`src/sbc_cfg.svh`:
```
/*
 * Constants of the status-decoding bus command controller: register
 * offsets, field positions, reset values and timing counts.
 * Assumes a 100 MHz core clock.
 */
`ifndef SBC_CFG_SVH
`define SBC_CFG_SVH

`define SBC_CLK_PERIOD_NS   10
`define SBC_GRANT_MIN_NS    110
`define SBC_GRANT_MAX_NS    250
// Least delay rounds up to whole cycles.
`define SBC_GRANT_CYC       ((`SBC_GRANT_MIN_NS + `SBC_CLK_PERIOD_NS - 1) / `SBC_CLK_PERIOD_NS)

`define SBC_CTRL_OFFSET     12'h000
`define SBC_STATUS_OFFSET   12'h004
`define SBC_CTRL_SOFT_EN    0
`define SBC_CTRL_RESET      32'h0000_0001

`define SBC_ST_CODE_LSB     0
`define SBC_ST_MODE_BIT     3
`define SBC_ST_GRANT_BIT    4
`define SBC_ST_BUSY_BIT     5

`define SBC_CODE_IRQ_ACK_STROBE_N       3'h0
`define SBC_CODE_IORD       3'h1
`define SBC_CODE_IOWR       3'h2
`define SBC_CODE_HALT       3'h3
`define SBC_CODE_CODE       3'h4
`define SBC_CODE_MRD        3'h5
`define SBC_CODE_MWR        3'h6
`define SBC_CODE_PASSIVE    3'h7

`endif

```
`src/sbc_pkg.sv`:
```
/*
 * Types of the status-decoding bus command controller.
 * Assumes sbc_cfg.svh for all numeric constants.
 */
package sbc_pkg;

	typedef enum logic [1:0] {SBC_IDLE, SBC_ADDR, SBC_DATA} sbc_state_type;

	// Active-high decode of one status code, one bit per command strobe.
	typedef struct packed {
		logic irq_ack_strobe_n;
		logic iord;
		logic iowr;
		logic aiowr;
		logic mrd;
		logic mwr;
		logic amwr;
	} sbc_cmd_type;

endpackage : sbc_pkg

```
`src/sbc_controller.sv`:
```
/*
 * Bus command controller: decodes the processor status code into command
 * strobes, address latch strobe and transceiver controls; AHB-Lite slave
 * for a small control and status block.
 * Assumes the status code, grant, qualify and strap arrive asynchronously
 * on pins and that the processor shares this clock's timing.
 */
// The implementer's own choices: the AHB-Lite slave port and the register addresses.
// Operation
// RULE1 - Status 000 ack, 001 IO read, 010 IO write, 011 halt, 10x/110 memory, 111 passive.
// RULE2 - Early memory write strobe falls before the normal memory write strobe.
// RULE3 - Both early write strobes assert with read strobe timing.
// RULE4 - All seven command strobes are active low.
// RULE5 - Interrupt acknowledge behaves as an IO read during interrupt cycles.
// RULE6 - Strap high selects IO bus mode, low system bus mode; static.
// RULE7 - IO bus mode: IO strobes ignore the grant; peripheral enable and direction.
// RULE8 - IO bus mode: memory strobes still wait for the grant.
// RULE9 - System bus mode: no strobe until a delay after grant.
// RULE10 - Commands enabled 110 ns to 250 ns after grant falls.
// RULE11 - Gated command drivers float as soon as grant goes high.
// RULE12 - Data enable gates the transceiver, direction sets its way.
// RULE13 - Direction high for writes, low for reads.
// RULE14 - Shared enable pin: cascade in system mode, peripheral enable in IO mode.
// RULE15 - System mode: cascade enable high during interrupt acknowledge.
// RULE16 - IO mode: peripheral data enable is active low.
// RULE17 - Interrupt sequence is two back-to-back acknowledges; cascade enable before second.
// RULE18 - System logic masks cascade enable during the first acknowledge.
// RULE19 - Address latch strobe pulses once every machine cycle.
// RULE20 - Address latch strobe is active high; latches close on its fall.
// RULE21 - Qualify low holds all strobes driven inactive, not floating.
// RULE22 - IO strobes in IO bus mode must not drive a shared bus.
// RULE23 - Cycle starts when status leaves passive, ends when it returns.
`timescale 1ns/100ps
`include "sbc_cfg.svh"

module sbc_controller
	import sbc_pkg::*;
(
	input  wire logic        clk_in,                       // Core clock
	input  wire logic        rstn_in,                      // Async reset, low
	input  wire logic        status_bit_zero_in,           // Status code bit 0
	input  wire logic        status_bit_one_in,            // Status code bit 1
	input  wire logic        status_bit_two_in,            // Status code bit 2
	input  wire logic        bus_grant_n_in,               // Bus grant, low
	input  wire logic        command_qualify_in,           // Command qualify
	input  wire logic        io_bus_mode_strap_in,         // Mode strap
	input  wire logic        hsel_in,                      // AHB select
	input  wire logic [31:0] haddr_in,                     // AHB address
	input  wire logic [1:0]  htrans_in,                    // AHB transfer type
	input  wire logic        hwrite_in,                    // AHB write
	input  wire logic [2:0]  hsize_in,                     // AHB size
	input  wire logic [31:0] hwdata_in,                    // AHB write data
	input  wire logic        hready_in,                    // AHB ready in
	output logic      [31:0] hrdata_out,                   // AHB read data
	output logic             hreadyout_out,                // AHB ready out
	output logic             hresp_out,                    // AHB response
	output logic             mem_read_strobe_n_out,        // Memory read
	output logic             mem_write_strobe_n_out,       // Memory write
	output logic             early_mem_write_strobe_n_out, // Early memory write
	output logic             io_read_strobe_n_out,         // IO read
	output logic             io_write_strobe_n_out,        // IO write
	output logic             early_io_write_strobe_n_out,  // Early IO write
	output logic             irq_ack_strobe_n_out,         // Interrupt acknowledge
	output logic             mem_cmd_oe_out,               // Memory strobe drive enable
	output logic             io_cmd_oe_out,                // IO strobe drive enable
	output logic             addr_latch_strobe_out,        // Address latch strobe
	output logic             xcvr_enable_out,              // Transceiver enable
	output logic             xfer_direction_out,           // High transmit
	output logic             cascade_or_periph_enable_out  // Cascade or periph enable
);

	// ==========================================================
	// Decode
	// ==========================================================
	function automatic sbc_cmd_type decode_cmd(input logic [2:0] code);
		sbc_cmd_type c;
		c = '0;
		unique case (code)
			`SBC_CODE_IRQ_ACK_STROBE_N: c.irq_ack_strobe_n = 1'b1;
			`SBC_CODE_IORD: c.iord = 1'b1;
			`SBC_CODE_IOWR:
			begin
				c.iowr  = 1'b1;
				c.aiowr = 1'b1;
			end
			`SBC_CODE_CODE,
			`SBC_CODE_MRD:  c.mrd = 1'b1;
			`SBC_CODE_MWR:
			begin
				c.mwr  = 1'b1;
				c.amwr = 1'b1;
			end
			`SBC_CODE_HALT,
			`SBC_CODE_PASSIVE: c = '0;
		endcase
		return c;
	endfunction : decode_cmd

	// ==========================================================
	// Pin synchronisers
	// ==========================================================
	logic [5:0] pin_raw;
	logic [5:0] pin_meta_q;
	logic [5:0] pin_sync_q;

	assign pin_raw = {io_bus_mode_strap_in, command_qualify_in, bus_grant_n_in,
	                  status_bit_two_in, status_bit_one_in, status_bit_zero_in};

	genvar gi;
	generate
		for (gi = 0; gi < 6; gi++)
		begin : g_sync
			always_ff @(posedge clk_in or negedge rstn_in)
			begin
				if (!rstn_in)
				begin
					pin_meta_q[gi] <= 1'b1;
					pin_sync_q[gi] <= 1'b1;
				end
				else
				begin
					pin_meta_q[gi] <= pin_raw[gi];
					pin_sync_q[gi] <= pin_meta_q[gi];
				end
			end
		end
	endgenerate

	logic [2:0] code;
	logic       grant_low;
	logic       qualify;
	assign code      = pin_sync_q[2:0];
	assign grant_low = ~pin_sync_q[3];
	assign qualify   = pin_sync_q[4];

	// ==========================================================
	// Mode strap, caught once after reset release
	// ==========================================================
	logic       mode_iob_q;
	logic [1:0] strap_wait_q;

	// The synchronisers leave reset at one, so the strap is taken only once they have flushed.
	always_ff @(posedge clk_in or negedge rstn_in)
	begin
		if (!rstn_in)
		begin
			mode_iob_q   <= 1'b0;
			strap_wait_q <= 2'h0;
		end
		else if (strap_wait_q != 2'h3)
		begin
			mode_iob_q   <= (strap_wait_q == 2'h2) ? pin_sync_q[5] : mode_iob_q; // RULE6
			strap_wait_q <= strap_wait_q + 2'h1;
		end
	end

	// ==========================================================
	// Grant delay
	// ==========================================================
	logic [4:0] grant_cnt_q;
	logic       grant_ready;
	assign grant_ready = grant_low & (grant_cnt_q == 5'(`SBC_GRANT_CYC)); // RULE11

	// Two synchroniser cycles plus the count keep the delay under the maximum.
	always_ff @(posedge clk_in or negedge rstn_in)
	begin
		if (!rstn_in)
			grant_cnt_q <= '0;
		else if (!grant_low)
			grant_cnt_q <= '0; // RULE11
		else if (!grant_ready)
			grant_cnt_q <= grant_cnt_q + 5'h01; // RULE9 RULE10
	end

	// ==========================================================
	// Machine cycle sequencer
	// ==========================================================
	sbc_state_type st_q;
	logic [2:0]    kind_q;

	always_ff @(posedge clk_in or negedge rstn_in)
	begin
		if (!rstn_in)
		begin
			st_q   <= SBC_IDLE;
			kind_q <= `SBC_CODE_PASSIVE;
		end
		else
		begin
			unique case (st_q)
				SBC_IDLE:
				if (code != `SBC_CODE_PASSIVE)
				begin
					st_q   <= SBC_ADDR; // RULE23
					kind_q <= code;
				end
				SBC_ADDR: st_q <= SBC_DATA;
				SBC_DATA:
				if (code == `SBC_CODE_PASSIVE)
				begin
					st_q   <= SBC_IDLE; // RULE23
					kind_q <= `SBC_CODE_PASSIVE;
				end
			endcase
		end
	end

	// ==========================================================
	// Command strobes and drive enables
	// ==========================================================
	logic        soft_en_q;
	logic        cmd_en;
	logic        mem_gate;
	logic        io_gate;
	logic        in_data;
	sbc_cmd_type dec;
	sbc_cmd_type cmd_q;

	assign cmd_en   = qualify & soft_en_q; // RULE21
	assign mem_gate = grant_ready; // RULE8 RULE9
	assign io_gate  = mode_iob_q | grant_ready; // RULE7 RULE9
	assign in_data  = (st_q == SBC_DATA);
	assign dec      = decode_cmd(kind_q); // RULE1

	always_ff @(posedge clk_in or negedge rstn_in)
	begin
		if (!rstn_in)
		begin
			cmd_q          <= '0;
			mem_cmd_oe_out <= 1'b0;
			io_cmd_oe_out  <= 1'b0;
		end
		else
		begin
			cmd_q.irq_ack_strobe_n  <= in_data & cmd_en & io_gate & dec.irq_ack_strobe_n; // RULE5
			cmd_q.iord  <= in_data & cmd_en & io_gate & dec.iord;
			cmd_q.aiowr <= in_data & cmd_en & io_gate & dec.aiowr; // RULE3
			// Normal writes follow their early strobe, so a late grant cannot invert them.
			cmd_q.iowr  <= in_data & cmd_q.aiowr & cmd_en & io_gate & dec.iowr;
			cmd_q.mrd   <= in_data & cmd_en & mem_gate & dec.mrd;
			cmd_q.amwr  <= in_data & cmd_en & mem_gate & dec.amwr; // RULE2 RULE3
			cmd_q.mwr   <= in_data & cmd_q.amwr & cmd_en & mem_gate & dec.mwr; // RULE2
			mem_cmd_oe_out <= mem_gate; // RULE11
			io_cmd_oe_out  <= io_gate; // RULE7 RULE11
		end
	end

	// Strobes stay driven high when inactive; only the enables float them.
	assign irq_ack_strobe_n_out         = ~cmd_q.irq_ack_strobe_n; // RULE4 RULE21
	assign io_read_strobe_n_out         = ~cmd_q.iord;
	assign io_write_strobe_n_out        = ~cmd_q.iowr;
	assign early_io_write_strobe_n_out  = ~cmd_q.aiowr;
	assign mem_read_strobe_n_out        = ~cmd_q.mrd;
	assign mem_write_strobe_n_out       = ~cmd_q.mwr;
	assign early_mem_write_strobe_n_out = ~cmd_q.amwr;

	// ==========================================================
	// Control outputs
	// ==========================================================
	logic is_mem;
	logic is_io;
	logic is_write;
	logic periph_xcvr_enable_n_q;
	logic mce_q;
	assign is_mem   = dec.mrd | dec.mwr;
	assign is_io    = dec.irq_ack_strobe_n | dec.iord | dec.iowr;
	assign is_write = dec.mwr | dec.iowr;

	always_ff @(posedge clk_in or negedge rstn_in)
	begin
		if (!rstn_in)
		begin
			addr_latch_strobe_out <= 1'b0;
			xcvr_enable_out       <= 1'b0;
			xfer_direction_out    <= 1'b1;
			periph_xcvr_enable_n_q                <= 1'b0;
			mce_q                 <= 1'b0;
		end
		else
		begin
			addr_latch_strobe_out <= (st_q == SBC_ADDR); // RULE19 RULE20
			xcvr_enable_out <= in_data & cmd_en & (mode_iob_q ? is_mem & mem_gate
			                   : (is_mem | is_io) & grant_ready); // RULE12
			xfer_direction_out <= (st_q == SBC_IDLE) | is_write; // RULE13
			periph_xcvr_enable_n_q <= in_data & cmd_en & mode_iob_q & is_io; // RULE7 RULE16
			// A lone controller still drives this; the first-cycle mask is outside.
			mce_q <= (st_q == SBC_ADDR) & dec.irq_ack_strobe_n & ~mode_iob_q; // RULE15 RULE17
		end
	end

	assign cascade_or_periph_enable_out = mode_iob_q ? ~periph_xcvr_enable_n_q : mce_q; // RULE14

	// ==========================================================
	// AHB-Lite slave
	// ==========================================================
	logic        wr_pend_q;
	logic [11:0] wr_addr_q;
	logic [31:0] hrdata_q;
	logic        ahb_go;
	logic [31:0] status_word;

	assign ahb_go      = hsel_in & htrans_in[1] & hready_in;
	assign status_word = {26'h0, st_q != SBC_IDLE, grant_ready, mode_iob_q, kind_q};

	always_ff @(posedge clk_in or negedge rstn_in)
	begin
		if (!rstn_in)
		begin
			wr_pend_q <= 1'b0;
			wr_addr_q <= '0;
			hrdata_q  <= '0;
		end
		else
		begin
			wr_pend_q <= ahb_go & hwrite_in;
			wr_addr_q <= haddr_in[11:0];
			if (ahb_go && !hwrite_in)
				hrdata_q <= (haddr_in[11:0] == `SBC_CTRL_OFFSET) ? {31'h0, soft_en_q}
				            : (haddr_in[11:0] == `SBC_STATUS_OFFSET) ? status_word : 32'h0;
		end
	end

	always_ff @(posedge clk_in or negedge rstn_in)
	begin
		if (!rstn_in)
			soft_en_q <= 1'(`SBC_CTRL_RESET);
		else if (wr_pend_q && wr_addr_q == `SBC_CTRL_OFFSET)
			soft_en_q <= hwdata_in[`SBC_CTRL_SOFT_EN];
	end

	assign hrdata_out    = hrdata_q;
	assign hreadyout_out = 1'b1;
	assign hresp_out     = 1'b0;

	// ==========================================================
	// Assertions
	// ==========================================================
	property p_ale_pulse;
		@(posedge clk_in) disable iff (!rstn_in)
		(st_q == SBC_IDLE && code != `SBC_CODE_PASSIVE) |=> ##1 addr_latch_strobe_out ##1 !addr_latch_strobe_out;
	endproperty
	a_ale_pulse: assert property (p_ale_pulse) else $error("latch strobe not one pulse"); // RULE19

	property p_early_first;
		@(posedge clk_in) disable iff (!rstn_in)
		$fell(mem_write_strobe_n_out) |-> $past(!early_mem_write_strobe_n_out);
	endproperty
	a_early_first: assert property (p_early_first) else $error("write before early write"); // RULE2

	property p_early_io;
		@(posedge clk_in) disable iff (!rstn_in)
		(mode_iob_q && $rose(in_data) && dec.iowr && cmd_en) |=> !early_io_write_strobe_n_out;
	endproperty
	a_early_io: assert property (p_early_io) else $error("early IO write late"); // RULE3 RULE7

	property p_qualify;
		@(posedge clk_in) disable iff (!rstn_in)
		!cmd_en |=> (&{mem_read_strobe_n_out, mem_write_strobe_n_out, irq_ack_strobe_n_out,
		              early_mem_write_strobe_n_out, io_read_strobe_n_out,
		              io_write_strobe_n_out, early_io_write_strobe_n_out});
	endproperty
	a_qualify: assert property (p_qualify) else $error("strobe while unqualified"); // RULE21

	property p_grant_wait;
		@(posedge clk_in) disable iff (!rstn_in)
		$rose(grant_low) |-> !mem_cmd_oe_out [*8];
	endproperty
	a_grant_wait: assert property (p_grant_wait) else $error("memory drive too early"); // RULE10

	property p_grant_max;
		@(posedge clk_in) disable iff (!rstn_in)
		($rose(grant_low) ##1 grant_low [*8] ##1 grant_low [*3]) |=> mem_cmd_oe_out;
	endproperty
	a_grant_max: assert property (p_grant_max) else $error("memory drive too late"); // RULE10

	property p_float;
		@(posedge clk_in) disable iff (!rstn_in)
		(!grant_low && !mode_iob_q) |=> (!mem_cmd_oe_out && !io_cmd_oe_out);
	endproperty
	a_float: assert property (p_float) else $error("drivers on without grant"); // RULE11

	property p_dir;
		@(posedge clk_in) disable iff (!rstn_in)
		(in_data && dec.iord) |=> !xfer_direction_out;
	endproperty
	a_dir: assert property (p_dir) else $error("direction high on read"); // RULE13

	property p_mce;
		@(posedge clk_in) disable iff (!rstn_in)
		(!mode_iob_q && addr_latch_strobe_out && kind_q == `SBC_CODE_IRQ_ACK_STROBE_N)
		|-> cascade_or_periph_enable_out;
	endproperty
	a_mce: assert property (p_mce) else $error("cascade enable missing"); // RULE15

endmodule : sbc_controller

```
`config.mk`:
```
export PLATFORM = sky130hd
export DESIGN_NAME = sbc_controller
export DESIGN_NICKNAME = d
export VERILOG_FILES = /design/src/sbc_pkg.sv /design/src/sbc_controller.sv
export VERILOG_INCLUDE_DIRS = /design/src
export SDC_FILE = /design/constraint.sdc
export NUM_CORES = 1
export LEC_CHECK = 0
export BUFFER_PORTS_ARGS = -buffer_cell sky130_fd_sc_hd__buf_2
export CAP_MARGIN = 20
export CORE_UTILIZATION = 48
export DETAILED_ROUTE_END_ITERATION = 8
export PLACE_DENSITY = 0.95
export SLEW_MARGIN = 20
export SYNTH_ARGS = -nofsm -noshare
export SYNTH_HDL_FRONTEND = slang
export SYNTH_SLANG_ARGS = --single-unit
export TNS_END_PERCENT = 100
```
`constraint.sdc`:
```
create_clock -name clk_in -period 2.25 [get_ports clk_in]
set_input_delay 0.45 -clock clk_in [delete_from_list [all_inputs] [get_ports clk_in]]
set_output_delay 0.45 -clock clk_in [all_outputs]
set_load 0.03 [all_outputs]
```
==> out/metrics.sh <==
MAX_SLEW_VIOLATION_COUNT=0
SETUP_REPAIR_AFTER_GLOBAL_ROUTING_MISSED_ITS_MARGIN='false'
POST_SYNTH.CELL_AREA_AVG_UM2=12.5
TRITONCTS_CLOCK_TREE='built'
INITIAL_DRC_COUNT=95
DETAIL_ROUTE.DRC_VIOLATIONS=0
HTREE_LEVELS=3
DISTINCT_CELLS_SYNTH=34
FINAL_HOLD_VIOL_COUNT=0
DRIVE_ABOVE_1_SHARE=0.331
FINCLKSKEW_NS=0.0113
TOTALPOWERFINAL_W=0.00269
ROW_COUNT=25
SLEW_HEADROOM=0.536
FINAL_NET_COUNT=329
PWR_CELL_AREA_mW_PER_MM2=968
FIN_AREA_MM2=0.00278
PLACE.DETAILED.HPWL_UM=2680
INSERTION_DELAY_NS=0.32
GRT_MAX_DEGREE=60
COMBINED_AREA_OF_ALL_SYNTHESIZED_CELLS_MM2=0.00239
HOLD_PATH.CLASS='input port to flip-flop'
CLOCK_PATH_BUFFERS=2
GRT_UTIL_ALL_LAYERS=0.145
MAX_FREQ_MHz=575
TIMING.FINAL.CRIT_PERIOD_NS=1.74
CAP_VIOLATIONS=0
VDD_DROP_MAX_uV=634
TIMING.CRITICAL_PATH.ARRIVAL_NS=1.29
DRT-WIRELENGTH-PER-CELL_UM=11.7
GP_CONGESTION=0.785
AREA_GROWTH_PCT=16.2
VIASPERCELL=4.58
FINAL_ANTENNA_NET_COUNT=0
CORE_AREA_MM2=0.00475
DIE_AREA_MM2=0.00527
DIE_X_UM=72.6
CLOCKROOTBUFFER='clkbuf_8'
NFILLCELLS=388
PLACE_AREA_MM2=0.00257
SYNTH-SEQ-CELLS=59
IO-PIN-COUNT=127
SYNTH.YOSYS.WARNINGS=0
OVERALL_DIE_HEIGHT_UM=72.6
FIRST_GLOBAL_VIAS=1319
FINAL-SETUP-VIOL-COUNT=0
STARTPOINT_TYPE='flip-flop'
CTS.CLK_SLEW.WORST_PATHS_NS=0.06
OVERFLOW_AFTER_GRT=0
VIAS=1442
TRITONCTS.NUM_BUFFERS=9
ACCUMULATED_NEGATIVE_SETUP_SLACK_NS=0
DETAILED_ROUTING_ITERATION_COUNT_FOR_THE_PRE_ANTENNA_REPAIR_PASS=4
CRIT_END_ELEMENT='output port'
GRT_FIRST_PASS_WIRELENGTH_UM=5690
START_UTIL=0.503
ANTENNA_FOUND_INITIAL=0
PLACE.PORT_BUFFERS=43
CTS_HOLD_BUFFERS=0
CTS_SETUP_BUFFERS=0
POST_SYNTH_INST_COUNT=192
P_LEAK_nW=1.35
LAYOUT.AREA.SEQ_MM2=0.00150
ANTENNA_CELLS_INSERTED=0
WORST_MARGIN_SLEW_NS=0.696
FINAL_CRITICAL_PATH_SETUP_SLACK_NS=0.511
CRITICAL_PATH_CLASS='flip-flop to output port'
ROUTE.FINAL.WIRE_LENGTH_UM=3680
POST_CTS_RESIZE_COUNT=0
PLACE_WORST_SETUP_SLACK_NS=0.607
OUTCOME='completed'
MULTI_INPUT_GATE_AREA_IN_THE_FINAL_LAYOUT_UM2=707
SYNTH.YOSYS.SEQ_AREA_SHARE=0.626
FINAL.PERIOD_UTILIZATION=0.773
PATH_MAX_FANOUT=6
CTS.SINKS=59
CRITICAL_PATH_REQUIRED_NS=1.80
## critical path, stage by stage, from the launching register on
cell and delay (ns):
dfrtp_1 0.41, inv_1 0.17, nand2_1 0.08, o21ai_0 0.08
buf_2 0.22
## worst paths after layout
check	startpoint	endpoint	slack, ns	cells after the start
worst max-delay path	mode_iob_q	cascade_or_periph_enable_out	0.51	4
worst min-delay path	io_bus_mode_strap_in	pin_meta_q[5]	0.22	1
worst max register to register	st_q[0]	st_q[1]	0.63	5
worst min register to register	pin_meta_q[3]	pin_sync_q[3]	0.35	0
max in group asynchronous	rstn_in	st_q[1]	1.52	2
min in group asynchronous	rstn_in	io_cmd_oe_out	0.26	2
## sequential cells by signal, summed over array words and instances (netlist names), 3 cells and up
signal	cells
wr_addr_q	12
cmd_q	7
code	3
grant_cnt_q	5
pin_meta_q	6
kind_q	3
hrdata_out	6
## layer usage
layer / wire length, um / track usage / vias to the layer above
li1: - / - / 692
met1: 1590 / 0.170 / 694
met2: 1820 / 0.238 / 47
met3: 213 / 0.0622 / 9
met4: 51 / 0.0523 / 0
met5: 0 / 0 / -
## cells in the mapped netlist, drive strengths merged
master	count	area, um^2
nor2	10	37.5
nor4	5	43.8
nor4b	3	32.5
nand3	4	20.0
buf	29	221
nand2b	3	18.8
o22a	3	26.3
nand4	3	18.8
nand4b	2	23.8
xnor2	2	17.5
xor2	3	26.3
inv	16	60.1
mux2i	2	20.0
and3	1	6.26
mux2	3	33.8
a211oi	1	12.5
dfrtp	42	1050
a21oi	2	21.3
and4	4	35.0
conb	2	7.51
and4bb	1	12.5
ha	6	75.1
clkbuf	1	3.75
dfstp	17	447
nor3	5	25.0
nand2	12	45.0
o21ai	10	50.0
## final cells by class
cell class / instances / share of cell area
Sequential cell: 59 / 0.539
Multi-Input combinational cell: 113 / 0.254
Timing Repair Buffer: 44 / 0.0801
Clock buffer: 14 / 0.0621
Tap cell: 67 / 0.0302
Inverter: 16 / 0.0216
Clock inverter: 2 / 0.0126
## power breakdown
group          internal, W  switching, W
Combinational     0.000156      0.000294
Clock             0.000601      0.000368
Sequential         0.00119     0.0000789
## kinds of logic after synthesis
logic type / after synthesis / synth area share
flip-flops: 59 / 0.626
AND/OR/NAND/NOR: 53 / 0.133
buffers and inverters: 46 / 0.119
AO/OA/AOI/OAI: 16 / 0.0460
adder cells (fa/ha/maj): 6 / 0.0314
XOR/XNOR: 5 / 0.0183
multiplexers: 5 / 0.0225
other: 2 / 0.00314
## layout by cell type (no fill, tap or decap), types with 2 or more instances in the layout
cell and count:
dfstp_2 17, buf_2 43, nor2_1 10, conb_1 28
mux2_1 2, clkbuf_8 12, o21ai_0 5, o22a_1 3
o21ai_1 5, nand4_1 3, clkbuf_1 2, nand3_1 4
nor4b_1 2, nand2_1 12, nand2b_1 3, xor2_1 3
nor4_2 2, and4_1 4, inv_1 16, dfrtp_1 42
nor4_1 3, xnor2_1 2, mux2i_1 2, nor3_1 5
ha_1 6
## stage by stage
stage	std cells	utilization	hold slack (ns)
after global routing	315	0.584	0.202
final	315	0.584	0.223
after CTS	315	0.584	0.207
after floorplan	218	-	0.154
after detailed placement	299	0.541	0.347
after global placement	299	0.541	0.346
Power figures use the tool's default switching activity.
